## src/pkg/fss_pkg.sv

```systemverilog
// package for the switch, setting and status lamp logic of the fieldbus slave
package fss_pkg;

  // ----------------------------------------------------------------------
  // timing
  // ----------------------------------------------------------------------
  localparam int CLK_PERIOD_NS = 50;
  localparam int FLASH_HALF_MS = 250;
  localparam int FLASH_HALF_CYC = FLASH_HALF_MS * 1000000 / CLK_PERIOD_NS;
  localparam int INIT_MS = 100;
  localparam int INIT_CYC = INIT_MS * 1000000 / CLK_PERIOD_NS;
  localparam int TMR_W = 23;

  // ----------------------------------------------------------------------
  // register map (byte offsets) and field positions
  // ----------------------------------------------------------------------
  localparam int APB_AW = 12;
  localparam logic [11:0] OFS_STATUS = 12'h000;
  localparam logic [11:0] OFS_SETTING = 12'h004;
  localparam logic [11:0] OFS_EVENT = 12'h008;
  localparam int STAT_OPER_BIT = 0;
  localparam int STAT_LINK_BIT = 1;
  localparam int STAT_HALT_BIT = 2;
  localparam int STAT_RANGE_BIT = 3;
  localparam int STAT_COMM_BIT = 4;
  localparam int STAT_MODE_BIT = 5;
  localparam int STAT_REF_LSB = 8;
  localparam int STAT_NOW_LSB = 16;
  localparam int SET_STN_LSB = 0;
  localparam int SET_RATE_LSB = 8;
  localparam int SET_MODE_BIT = 12;
  localparam int SET_OK_BIT = 13;
  localparam int EVT_CHG_BIT = 0;
  localparam logic [31:0] STATUS_RST = 32'h0000_0000;

  // ----------------------------------------------------------------------
  // switch decoding
  // ----------------------------------------------------------------------
  localparam logic [3:0] DIGIT_MAX = 4'h9;
  localparam logic [3:0] SEL_V2_FIRST = 4'h5;
  localparam logic [6:0] STATION_MIN = 7'h01;
  localparam logic [6:0] STATION_MAX_V1 = 7'h3f;
  localparam logic [6:0] STATION_MAX_V2 = 7'h3e;
  localparam int SNS_W = 5;

  typedef enum logic [2:0] {
    FSS_RATE_156K,
    FSS_RATE_625K,
    FSS_RATE_2M5,
    FSS_RATE_5M,
    FSS_RATE_10M
  } fss_rate_e;

  typedef enum logic {
    FSS_MODE_COMPACT,
    FSS_MODE_MONITOR
  } fss_mode_e;

  typedef enum logic [1:0] {
    FSS_PH_SAMPLE,
    FSS_PH_INIT,
    FSS_PH_OPER
  } fss_phase_e;

  typedef struct packed {
    logic [3:0] tens;
    logic [3:0] ones;
    logic [3:0] rate;
  } fss_switch_s;

  typedef struct packed {
    logic [6:0] station;
    fss_rate_e rate;
    fss_mode_e mode;
    logic ok;
  } fss_setting_s;

  typedef struct packed {
    fss_phase_e phase;
    logic [TMR_W-1:0] init_cnt;
    logic [TMR_W-1:0] flash_cnt;
    logic blink;
    fss_switch_s sw;
    logic [SNS_W-1:0] sns_ref;
    logic chg;
    logic halt;
    logic [31:0] prdata;
    logic run_lamp;
    logic err_lamp;
    logic ss_grn;
    logic ss_red;
  } fss_state_s;

endpackage

```

## src/rtl/fss_setting_decode.sv

```systemverilog
// decoder from latched switch positions to station, rate, mode and range check
`timescale 1ns/1ps
module fss_setting_decode
  import fss_pkg::*;
(
  input wire fss_switch_s sw_i,
  output fss_setting_s set_o
);

  // ----------------------------------------------------------------------
  // helpers
  // ----------------------------------------------------------------------
  function automatic logic digit_ok(input logic [3:0] d);
    digit_ok = (d <= DIGIT_MAX);
  endfunction

  // ----------------------------------------------------------------------
  // decode
  // ----------------------------------------------------------------------
  logic [7:0] stn_wide;
  logic [3:0] rate_idx;
  logic [6:0] stn_max;

  // tens digit times ten plus ones digit; 8 bits so bad digits cannot wrap
  always_comb begin
    stn_wide = {4'h0, sw_i.tens} * 8'h0a + {4'h0, sw_i.ones};
    set_o.station = stn_wide[6:0];
    set_o.mode = (sw_i.rate >= SEL_V2_FIRST) ? FSS_MODE_MONITOR : FSS_MODE_COMPACT;
    rate_idx = (sw_i.rate >= SEL_V2_FIRST) ? sw_i.rate - SEL_V2_FIRST : sw_i.rate;
    set_o.rate = fss_rate_e'(rate_idx[2:0]);
    stn_max = (set_o.mode == FSS_MODE_MONITOR) ? STATION_MAX_V2 : STATION_MAX_V1;
    // a selector past 9 or a non-decimal digit counts as out of range
    set_o.ok = digit_ok(sw_i.tens) && digit_ok(sw_i.ones) && digit_ok(sw_i.rate)
      && (stn_wide[7] == 1'b0) && (stn_wide[6:0] >= STATION_MIN)
      && (stn_wide[6:0] <= stn_max);
  end

endmodule

```

## src/rtl/fss_status_top.sv

```systemverilog
// switch latching, setting decode, change watch and status lamp control
`timescale 1ns/1ps
module fss_status_top
  import fss_pkg::*;
#(
  parameter int FLASH_CYC = FLASH_HALF_CYC,
  parameter int INIT_CYCLES = INIT_CYC
) (
  input wire logic ref_clk_i,
  input wire logic srst_i,
  // apb slave
  input wire logic psel_i,
  input wire logic penable_i,
  input wire logic pwrite_i,
  input wire logic [APB_AW-1:0] paddr_i,
  input wire logic [31:0] pwdata_i,
  output logic [31:0] prdata_o,
  output logic pready_o,
  output logic pslverr_o,
  // front-panel switches
  input wire fss_switch_s sw_i,
  // link and sensor chain status
  input wire logic link_up_i,
  input wire logic comm_err_i,
  input wire logic mode_mismatch_i,
  input wire logic dup_station_i,
  input wire logic [SNS_W-1:0] sensor_cnt_i,
  // decoded settings and operation state
  output fss_setting_s setting_o,
  output logic halt_o,
  // lamps
  output logic run_lamp_o,
  output logic err_lamp_o,
  output logic ss_green_o,
  output logic ss_red_o
);

  // ----------------------------------------------------------------------
  // state and decode
  // ----------------------------------------------------------------------
  fss_state_s s_q;
  fss_state_s s_d;
  fss_setting_s set;
  logic oper;
  logic hard_err;
  logic chg_set;
  logic chg_clr;
  logic wr_acc;
  logic setup;
  logic addr_ok;

  // decode works only on the latched copy, never the live switches
  fss_setting_decode u_decode (
    .sw_i(s_q.sw),
    .set_o(set)
  );

  // ----------------------------------------------------------------------
  // apb decode
  // ----------------------------------------------------------------------
  // zero wait states: every access completes in its first access cycle
  assign addr_ok = (paddr_i == OFS_STATUS) || (paddr_i == OFS_SETTING)
    || (paddr_i == OFS_EVENT);
  assign setup = psel_i && !penable_i;
  assign wr_acc = psel_i && penable_i && pwrite_i && addr_ok;
  assign pready_o = 1'b1;
  assign pslverr_o = psel_i && penable_i && !addr_ok;

  // ----------------------------------------------------------------------
  // condition terms
  // ----------------------------------------------------------------------
  assign oper = (s_q.phase == FSS_PH_OPER);
  // steady error sources; the flag of a moved switch only flashes
  assign hard_err = comm_err_i || !set.ok || mode_mismatch_i || s_q.halt;
  assign chg_set = oper && link_up_i && (sw_i != s_q.sw);
  assign chg_clr = wr_acc && (paddr_i == OFS_EVENT) && pwdata_i[EVT_CHG_BIT];

  // ----------------------------------------------------------------------
  // next state
  // ----------------------------------------------------------------------
  always_comb begin
    s_d = s_q;
    // flash divider free runs; one half period per blink phase
    if (s_q.flash_cnt == TMR_W'(FLASH_CYC - 1)) begin
      s_d.flash_cnt = '0;
      s_d.blink = !s_q.blink;
    end else begin
      s_d.flash_cnt = s_q.flash_cnt + 1'b1;
    end
    // power-up sequence: latch switches, settle, then operate
    case (s_q.phase)
      FSS_PH_SAMPLE: begin
        s_d.sw = sw_i;
        s_d.init_cnt = '0;
        s_d.phase = FSS_PH_INIT;
      end
      FSS_PH_INIT: begin
        // sensor count taken once the chain has had time to enumerate
        if (s_q.init_cnt == TMR_W'(INIT_CYCLES - 1)) begin
          s_d.sns_ref = sensor_cnt_i;
          s_d.phase = FSS_PH_OPER;
        end else begin
          s_d.init_cnt = s_q.init_cnt + 1'b1;
        end
      end
      FSS_PH_OPER: begin
        s_d.phase = FSS_PH_OPER;
      end
      default: begin
        s_d.phase = FSS_PH_SAMPLE;
      end
    endcase
    // switch-moved flag: a new change wins over a software clear
    s_d.chg = chg_set || (s_q.chg && !chg_clr);
    // duplicate station stops operation until the next power cycle
    if (oper && dup_station_i) begin
      s_d.halt = 1'b1;
    end
    // read data captured in the setup cycle, valid through the access cycle
    if (setup) begin
      case (paddr_i)
        OFS_STATUS: begin
          s_d.prdata = STATUS_RST;
          s_d.prdata[STAT_OPER_BIT] = oper;
          s_d.prdata[STAT_LINK_BIT] = link_up_i;
          s_d.prdata[STAT_HALT_BIT] = s_q.halt;
          s_d.prdata[STAT_RANGE_BIT] = !set.ok;
          s_d.prdata[STAT_COMM_BIT] = comm_err_i;
          s_d.prdata[STAT_MODE_BIT] = mode_mismatch_i;
          s_d.prdata[STAT_REF_LSB +: SNS_W] = s_q.sns_ref;
          s_d.prdata[STAT_NOW_LSB +: SNS_W] = sensor_cnt_i;
        end
        OFS_SETTING: begin
          s_d.prdata = '0;
          s_d.prdata[SET_STN_LSB +: 7] = set.station;
          s_d.prdata[SET_RATE_LSB +: 3] = set.rate;
          s_d.prdata[SET_MODE_BIT] = set.mode;
          s_d.prdata[SET_OK_BIT] = set.ok;
        end
        OFS_EVENT: begin
          s_d.prdata = '0;
          s_d.prdata[EVT_CHG_BIT] = s_q.chg;
        end
        default: begin
          s_d.prdata = '0;
        end
      endcase
    end
    // lamps; all dark until the power-up sequence ends
    s_d.run_lamp = oper && link_up_i && !s_q.halt;
    s_d.err_lamp = oper && (hard_err || (s_q.chg && s_q.blink));
    // no sensors attached keeps the lamp dark even if some were there before
    s_d.ss_grn = oper && (sensor_cnt_i != '0) && (sensor_cnt_i == s_q.sns_ref);
    s_d.ss_red = oper && (sensor_cnt_i != '0) && (sensor_cnt_i != s_q.sns_ref);
  end

  // ----------------------------------------------------------------------
  // state register
  // ----------------------------------------------------------------------
  always_ff @(posedge ref_clk_i) begin
    if (srst_i) begin
      s_q <= '{phase: FSS_PH_SAMPLE, sw: '0, default: '0};
    end else begin
      s_q <= s_d;
    end
  end

  // ----------------------------------------------------------------------
  // outputs
  // ----------------------------------------------------------------------
  assign prdata_o = s_q.prdata;
  assign setting_o = set;
  assign halt_o = s_q.halt;
  assign run_lamp_o = s_q.run_lamp;
  assign err_lamp_o = s_q.err_lamp;
  assign ss_green_o = s_q.ss_grn;
  assign ss_red_o = s_q.ss_red;
endmodule

```

## config.mk

```make
export PLATFORM = sky130hd
export DESIGN_NAME = fss_status_top
export DESIGN_NICKNAME = d
export VERILOG_FILES = /design/src/pkg/fss_pkg.sv /design/src/rtl/fss_setting_decode.sv /design/src/rtl/fss_status_top.sv
export SDC_FILE = /design/constraint.sdc
export NUM_CORES = 1
export LEC_CHECK = 0
export ABC_CLOCK_PERIOD_IN_PS = 3000
export BUFFER_PORTS_ARGS = -buffer_cell sky130_fd_sc_hd__buf_2
export CAP_MARGIN = 20
export CORE_MARGIN = 1
export CORE_UTILIZATION = 50
export CTS_CLUSTER_DIAMETER = 120
export CTS_CLUSTER_SIZE = 25
export DETAILED_ROUTE_END_ITERATION = 8
export GPL_ROUTABILITY_DRIVEN = 0
export PLACE_DENSITY = 0.86
export REMOVE_ABC_BUFFERS = 1
export SYNTH_ARGS = -nofsm -noshare
export SYNTH_HDL_FRONTEND = slang
export SYNTH_SLANG_ARGS = --single-unit
```

## constraint.sdc

```tcl
create_clock -name ref_clk_i -period 3 [get_ports ref_clk_i]
set_input_delay 0 -clock ref_clk_i [delete_from_list [all_inputs] [get_ports ref_clk_i]]
set_output_delay 0 -clock ref_clk_i [all_outputs]
set_load 0.05 [all_outputs]
```

======== After elaboration in Yosys (flattened, before gate mapping) ========
Index checks and enable logic that the tools add are counted.
cells by class
  reductions and logical operators ........ 42
  bitwise gates (word level) .............. 1
  multiply operators ...................... 1
  $add $sub $neg .......................... 4
  order comparisons ....................... 6
  equality and inequality tests ........... 11
  multiplexer cells ....................... 8
operators by type and width
  cell                                                                    count
  21-bit one-hot mux with 3 select lines                                  1
  23-bit by 1-bit adder with 23-bit output (second input constant)        2
  23-bit one-hot mux with 2 select lines                                  1
  23-bit by 21-bit == test with 1-bit output (second input constant)      1
  23-bit == test (second input constant)                                  1
  23-bit 2-to-1 mux                                                       1
  1-bit logical AND                                                       22
  12-bit by 3-bit == test with 1-bit output (second input constant)       1
  12-bit by 4-bit == test with 1-bit output (second input constant)       1
  4-bit less-or-equal comparator (second input constant)                  3
  12-bit logical NOT                                                      1
  12-bit != test                                                          1
  8-bit by 4-bit adder with 8-bit output                                  1
  7-bit by 1-bit >= comparator with 1-bit output (second input constant)  1
  7-bit less-or-equal comparator                                          1
  1-bit logical OR                                                        7
  4-bit by 3-bit multiplier with 7-bit output (second input constant)     1
  1-bit logical NOT                                                       6
  2-bit one-hot mux with 3 select lines                                   1
  5-bit == test                                                           1
  5-bit != test                                                           1
  5-bit nonzero test                                                      1
  4-bit by 3-bit >= comparator with 1-bit output (second input constant)  1
  2-bit != test (second input constant)                                   2
  other kinds (11)                                                        13
storage, ports and cells
  bits in registers ....................... 104
  logic and storage cells ................. 88
  output and inout bits ................... 51

======== Depth between registers and ports, before layout ========
Gate-level depths: netlist (run 1).
  word-level depth ........................ 12
  gate-level depth with buffers ........... 9
  gate-level depth less buffers ........... 9

======== Cells and area by module ========
Synthesis (run 1) repeated with hierarchy kept, for this count alone.
second synthesis, totals
  cell total of the unflattened synthesis .. 569
  area, all modules ....................... 4979.8 µm²
modules (own cells, without submodules)
  module              instances  cells an instance  area each (µm²)  seq. area each (µm²)
  fss_status_top      1          507                4481.8           1801.7
  fss_setting_decode  1          62                 498.0            0.0

======== Least setup slack after synthesis (run 1) ========
Ideal clock, no wire load.
  kind .................................... reg-to-reg
  start ................................... reg s_q[52] in the netlist's numbering
  end ..................................... reg s_q, in the netlist prdata_o[3]
  path slack .............................. -0.948 ns
  arrival ................................. 3.773 ns
  clock period less this slack ............ 3.948 ns
  stages on the path, launching flop included .. 8
  buffers on the path ..................... 0
  cell sequence ........................... dfxtp_1 -> ha_1 -> ha_1 -> fa_1 -> xnor2_1 -> nor4_1 -> nor4_2 -> o32ai_1
RTL lines
  element                   RTL line               source
  start: declaration        fss_status_top.sv:41   fss_state_s s_q;
  start signal: assignment  fss_status_top.sv:162  s_q <= '{phase: FSS_PH_SAMPLE, sw: '0, default: '0};
  start signal: assignment  fss_status_top.sv:164  s_q <= s_d;

======== Worst setup path in the final report (run 1) ========
  start ................................... reg s_q[52] in the netlist's numbering
  end ..................................... reg s_q, in the netlist prdata_o[13]
on the way
  longest elaborated chain between the ends .. 7
  elaborated cells on any way between the ends .. 12
  classes of those cells .................. 1 x add/sub; 1 x mul; 3 x order compare; 1 x mux; 1 x bitwise; 5 x reduce/logical
RTL lines
  element                                                                                         RTL line                  source
  parallel branches: the longest is 5 deep, another holds 8-bit by 4-bit adder with 8-bit output  --
  1-bit logical AND (*)                                                                           fss_setting_decode.sv:35  && (stn_wide[6:0] <= stn_max);
  21-bit one-hot mux with 3 select lines (*)                                                      fss_status_top.sv:121     case (paddr_i)
Mark *: on every way between the ends.
A chain may end at the register's enable or synchronous reset.

==> summary.md, run 1 <==
| Metric | Value |
|---|---|
| Top FF cell, synth | `dfxtp_1` |
| Via Count | `between 4000 and 5000` |
| Final worst setup slack | `0.0978 ns` |
| Top-area cell type share of the netlist area | `37.9%` |
| Worst EP required | `3.27 ns` |
| DRC Markers | `0` |
| Area contributors post-synth | `dfxtp_1 38%, nor2_1 6.2%, xor2_1 5.9%` |
| Setup WS pre-CTS | `approximately 0.28 ns` |
| Worst Max-Slew Pin Slew | `roughly 0.94 ns` |
| CP Launch Type | `flop` |
| First-pass GRT wire length | `approximately 18000 µm` |
| Sw Share | `a little over two fifths` |
| TritonCTS Buffers | `9` |
| Area of the mapped netlist | `0.00475 mm²` |
| Total gr overflow | `0` |
| Die Ht | `99.5 µm` |
| Largest net degree at the start of global routing | `47` |
| RSZ-0062 raised after global routing | `false` |
| Multiplexer share of the synthesized area | `4.42%` |
| Relative slew slack | `37.0%` |
| Max Transition Viols Final | `0` |
| Fraction of registers with async set/reset | `0%` |
| # clock sinks | `90` |
| # rows | `35` |
| Root buffer cell | `clkbuf_8` |
| Worst reg2reg path depth | `11` |
| Initial DRT Pass Iterations | `5` |
| Synth area leader | `dfxtp_1` |
| Seq/Total Area, Yosys | `about 38%` |
| Internal cell power | `roughly 2100 µW` |
| Gate Count Post-Synth | `approximately 550` |
| Final Cycle Share | `between 90% and 100%` |
| Unique masters post-synth | `54` |
| Finished Cell Area | `between 0.005 and 0.006 mm²` |
| Die Area | `between 0.009 and 0.01 mm²` |
| Final Hold Fails | `0` |
| Die X | `slightly below 100 µm` |
| Post-Synth Adder-Cell Area | `under 10%` |
| Detailed placement HPWL | `approximately 7700 µm` |
| Detailed-route wire length | `approximately 11000 µm` |
| Initial antenna violation count | `0` |
| Syn. warnings | `0` |
| Post-route minimum period | `just under 3 ns` |
| Crit. Startpoint | `s_q[52]` |
| Post-route antenna net violation count | `0` |
| Hold path depth | `3` |
| Nets | `slightly above 700` |
| Switch Pwr | `1620 µW` |
| Post-synthesis compound-gate area fraction | `between 10% and 20%` |
| Setup violators final | `0` |
| Total design power | `~3700 µW` |
| DRT iter0 DRCs | `between 300 and 400` |
| Crit path DAT | `approximately 3.2 ns` |
| Reg power frac | `37.4%` |
| Fmax | `345 MHz` |
| Reg clk slew, reported paths | `approximately 0.090 ns` |
| Clock tree buffer depth | `2` |
| Run status | `finished, final reports clean` |
| Initial core utilization | `between 50% and 60%` |
| Synth Area in XOR/XNOR | `9.96%` |
| Via density | `roughly 5.6` |
| Clock Power Share | `~20%` |
| Mean Syn Cell Area | `between 8 and 9 µm²` |
| Reg2Reg Setup Slack | `0.1 ns` |
| GR Util All Layers | `22.7%` |
| Endpoint type of the worst setup path | `flop` |
| Share of cells above drive strength 1 | `17.4%` |
| WL per Instance | `around 15 µm` |
| Power share of the combinational group | `~42%` |
| Hold Crit Endpoint | `s_q[37]` |
| Fin Setup TNS | `0 ns` |
| Leak | `between 0.002 and 0.0025 µW` |
| Port Buf Inserts | `74` |
| Clock Latency Late Sink | `around 0.36 ns` |
| Worst vdd ir | `427 µV` |
| Synthesized flop and latch total | `90` |
| Vias in the first global route | `between 4000 and 5000` |
| RR Startpoint | `s_q[52]` |
| CTS tree | `built` |
| Area delta synth->final | `14.2%` |
| CP Class | `flop to flop` |
| Pwr Density | `approximately 700 mW/mm²` |
| Number of flops mapped to enable cells by yosys | `0` |
| Top Ports | `around 120` |
| Worst min path class | `input port to flop` |
| Clock Skew | `0.0112 ns` |
| Post-DP Area | `0.00499 mm²` |
| Placeable Area | `approximately 0.0092 mm²` |
| Fill cells | `approximately 750` |
| Max Cap Viol | `0` |
| Hold path start | `paddr_i[2]` |
| H-tree levels | `3` |
| Util after Layout | `between 50% and 60%` |
| Inserted Diodes | `0` |
| Main combinational cell family by area after synthesis | `simple AND/OR/NAND/NOR gates` |
| Synth Area in Simple Gates | `24.0%` |
| Max FO, Critical Path | `6` |
| Worst reg2reg path endpoint | `prdata_o[13]` |
==> kinds of logic (layout without fill, tap and decap cells) <==
kind of cell | count (synthesis) | in the layout
AO/OA/AOI/OAI | 77 | 77
AND/OR/NAND/NOR | 226 | 226
buffers and inverters | 67 | 131
flip-flops | 90 | 90
adder cells (fa/ha/maj) | 17 | 17
multiplexers | 21 | 21
other | 2 | 15
XOR/XNOR | 54 | 54
==> registers in the layout (all words and copies together) (netlist names) <==
register    cells
s_q            67
run_lamp_o      1
ss_red_o        1
err_lamp_o      1
prdata_o       18
halt_o          1
ss_green_o      1
==> through the flow <==
| step | cells | hold WS, ns |
|---|---|---|
| detailed placement | 720 | 0.256 |
| global route | 760 | 0.0116 |
| CTS | 758 | 0.00390 |
| floorplan | 514 | 0.0691 |
| global placement | 720 | 0.250 |
| finish | 760 | 0.0216 |
==> cell usage in the layout, fill, tap and decap left out, types with 7 or more instances in the layout <==
master / instances
a21oi_1: 27
a22oi_1: 10
buf_2: 73
clkbuf_8: 9
conb_1: 15
dfxtp_1: 88
dlygate4sd3_1: 23
ha_1: 15
inv_1: 14
mux2i_1: 21
nand2_1: 41
nand3_1: 32
nand4_1: 14
nor2_1: 78
nor3_1: 10
nor4_1: 7
o21ai_0: 19
xnor2_1: 22
xor2_1: 32
==> power groups by stage <==
stage	Combinational, µW	Clock [µW]	Sequential (µW)
detailed placement	1410	0	1410
floorplan	1040	0	1430
finish	1570	753	1390
global route	1660	820	1400
CTS	1470	763	1380
global placement	1370	0	1400
==> worst max path at each step <==
stage,to,depth (start not counted)
2_1_floorplan,prdata_o[3],7
3_3_place_gp,setting_o[0],8
3_5_place_dp,setting_o[0],8
4_1_cts,setting_o[0],9
5_1_grt,setting_o[0],9
6_report,prdata_o[13],11
==> cells in the mapped netlist (3+ instances only) <==
| cell type | n |
|---|---|
| dfxtp_1 | 90 |
| nor2_1 | 78 |
| nand2_1 | 41 |
| buf_4 | 36 |
| nand3_1 | 32 |
| xor2_1 | 32 |
| a21oi_1 | 27 |
| xnor2_1 | 22 |
| mux2i_1 | 21 |
| o21ai_0 | 19 |
| ha_1 | 15 |
| inv_1 | 14 |
| nand4_1 | 14 |
| a22oi_1 | 10 |
| nor3_1 | 10 |
| nor4_1 | 7 |
| clkbuf_1 | 6 |
| and4_1 | 5 |
| nor4b_1 | 5 |
| or3_1 | 5 |
| a311oi_1 | 4 |
| and3_1 | 4 |
| buf_1 | 4 |
| nand2b_1 | 4 |
| a31oi_1 | 3 |
| and2_1 | 3 |
| buf_2 | 3 |
| nor3b_1 | 3 |
| or2_2 | 3 |
==> area by class of cell <==
class | count | area, µm² | area share (%)
Clock inverter | 6 | 51.3 | 0.945
Multi-Input combinational cell | 410 | 2590 | 47.7
Timing Repair Buffer | 102 | 644 | 11.9
Sequential cell | 90 | 1800 | 33.2
Clock buffer | 9 | 124 | 2.28
Inverter | 14 | 52.6 | 0.968
Tap cell | 129 | 161 | 2.97
==> repair_timing <==
item	in CTS	in global routing
buffers inserted	0	2
setup endpoints to repair	1	1
gates resized for setup	4	1
hold buffers	23	0
hold endpoints to repair	29	0
pin swaps	1	1
==> routing by layer <==
metal | wire length (µm) | global-route usage (%)
met1 | 4610 | 26.7
met2 | 5500 | 39.0
met3 | 662 | 4.57
met4 | 397 | 11.7
met5 | 0 | 0
==> critical path, cell delays in order (launching register included) <==
cell	delay (ns)
dfxtp_2	0.38
ha_1	0.31
ha_1	0.22
fa_1	0.55
nand2_1	0.12
nor4b_1	0.38
o21ai_0	0.16
nand3_1	0.14
nor4_4	0.07
buf_4	0.16
buf_4	0.13
a31o_1	0.17
Note: power is estimated with default switching activity, not from simulation.
==> run 2, diff against run 1 <==
==> constraint.sdc (replaced) <==
create_clock -name ref_clk_i -period 3 [get_ports ref_clk_i]
set_input_delay 0.3 -clock ref_clk_i [delete_from_list [all_inputs] [get_ports ref_clk_i]]
set_output_delay 0.3 -clock ref_clk_i [all_outputs]
set_load 0.05 [all_outputs]
==> run 2 against run 1 <==
Cell count shrank 2.6%. Maximum frequency is essentially flat. Sequential share of layout area grew 0.97 points. Global-route usage shrank 0.96 points. Count of clock-buffer cells in the layout is the same. Sequential power is essentially flat. Critical path type is now flop to output pin. Routed wire length shrank 4.6%. Critical path depth shrank 3. Largest cell class unchanged.
==> summary.md, run 2 (synthesis results as in run 1) <==
| Metric | Value |
|---|---|
| Run status | `finished, final reports clean` |
| Setup violators final | `0` |
| Fill cells | `770` |
| Detailed placement HPWL | `approximately 7700 µm` |
| Initial core utilization | `around half` |
| TritonCTS Buffers | `9` |
| Util after Layout | `57.4%` |
| CP Launch Type | `flop` |
| Reg with most FFs | `s_q` |
| Crit path largest cell delay | `roughly 0.58 ns` |
| Clock Skew | `0.0110 ns` |
| Clock tree buffer depth | `2` |
| Crit path top cell by count | `ha_4` |
| # clock sinks | `90` |
| CP Cell Sequence | `ha_4, ha_4, fa_2, a31oi_1, o21ai_1, nand3_2, nor4_4, buf_6` |
| Worst vdd ir | `about 550 µV` |
| Largest net degree at the start of global routing | `47` |
| Final Hold Fails | `0` |
| Port Buf Inserts | `74` |
| Post-route antenna net violation count | `0` |
| Max Transition Viols Final | `0` |
| Largest register FFs | `67` |
| Post-route minimum period | `slightly below 3 ns` |
| CTS tree | `built` |
| Fmax | `~340 MHz` |
| GR Util All Layers | `21.7%` |
| # rows | `35` |
| Relative slew slack | `42.8%` |
| Worst Max-Slew Pin Slew | `0.859 ns` |
| Worst min path class | `input port to flop` |
| Share of cells above drive strength 1 | `between 20% and 30%` |
| Inserted Diodes | `0` |
| First-pass GRT wire length | `between 15000 and 20000 µm` |
| CP Class | `flop to output pin` |
| Detailed-route wire length | `between 10000 and 15000 µm` |
| Leak | `around 0.0022 µW` |
| Area of the multi-input gates | `0.00267 mm²` |
| Die X | `99.5 µm` |
| CP max stage cell | `fa_2` |
| Nets | `694` |
| Total gr overflow | `0` |
| Die Ht | `between 90 and 100 µm` |
| Placeable Area | `about 0.009 mm²` |
| Setup WS pre-CTS | `0.186 ns` |
| Final Cycle Share | `96.8%` |
| Root buffer cell | `clkbuf_8` |
| Pwr Density | `roughly 710 mW/mm²` |
| Crit path DAT | `~2.6 ns` |
| Sequential Area | `0.00182 mm²` |
| Worst EP required | `2.70 ns` |
| Final worst setup slack | `about 0.096 ns` |
| DRT iter0 DRCs | `around 360` |
| Placed Cells incl. Taps | `around 720` |
| Initial DRT Pass Iterations | `5` |
| WL per Instance | `14.4 µm` |
| Most frequent cells in the layout | `85 x dfxtp_1, 77 x nor2_1, 73 x buf_2` |
| Non-Filler Instances | `740` |
| Reg clk slew, reported paths | `approximately 0.09 ns` |
| H-tree levels | `3` |
| Buffer and inverter count on the worst path | `1` |
| Initial antenna violation count | `0` |
| Endpoint type of the worst setup path | `output pin` |
| Max FO, Critical Path | `3` |
| Clock Latency Late Sink | `~0.37 ns` |
| Commonest non-fill, non-tap cell in the layout | `dfxtp_1` |
| Top Ports | `about 120` |
| Max Cap Viol | `0` |
| Reg2Reg Setup Slack | `0.50 ns` |
| Via Count | `just over 4000` |
| Via density | `about 5.5` |
| Cell family with most CP delay | `adder cells` |
| Area delta synth->final | `11.7%` |
| Die Area | `0.00990 mm²` |
| DRC Markers | `0` |
| Vias in the first global route | `slightly below 4000` |
[run 2: repair_timing]
| action | 4_1_cts | 5_1_grt |
|---|---|---|
| gates resized for setup | 11 | 16 |
| setup endpoints to repair | 1 | 2 |
| pin swaps | 7 | 5 |
| hold buffers | 0 | 0 |
| setup buffers | 3 | 0 |
[run 2: worst reg2reg max path, delay by kind of cell, from the launching register on]
family	cells	cell delay [ns]
buffers and inverters	1	0.15
AND/OR/NAND/NOR	4	0.54
adder cells (fa/ha/maj)	3	0.98
flip-flops	1	0.36
AO/OA/AOI/OAI	2	0.39
[run 2: layer usage]
layer  track usage [%]  routed length [µm]  vias to the layer above  share of wire (%)
li1                  -                   -                     1985                  -
met3              5.62                 609                       25                5.7
met4              9.05                 226                        0                2.1
met1              26.1                4590                     1921                 43
met2              36.8                5240                      140                 49
met5                 0                   0                        -                  0
[run 2: cell type report]
cell class | count | area share (%)
timing repair buffer | 82 | 8.23
tap | 129 | 3.04
clock buffer | 9 | 2.33
multi-input combinational | 410 | 50.2
inverter | 14 | 0.990
clock inverter | 6 | 0.943
sequential | 90 | 34.2
[run 2: path summary, 6_finish.rpt]
| check | startpoint | end | depth (start not counted) |
|---|---|---|---|
| min | dup_station_i | halt_o | 3 |
| min reg2reg | prdata_o[19] | prdata_o[19] | 2 |
| max | s_q[52] | setting_o[0] | 8 |
| max reg2reg | s_q[52] | prdata_o[3] | 10 |
[run 2: stage by stage]
stage,instance area [µm²],setup TNS [ns],power (µW),hold slack [ns]
floorplan,4440,-3.59,2470,0.369
global placement,5000,0,2790,0.436
detailed placement,5000,0,2840,0.442
CTS,5240,0,3640,0.170
global route,5310,-0.00747,3930,0.178
finish,5310,0,3760,0.176
[run 2: power by group]
part	internal, µW	switching, µW	total, µW
clock network	306	462	768
logic	521	1090	1610
registers	1280	99.9	1380
total	2110	1650	3760
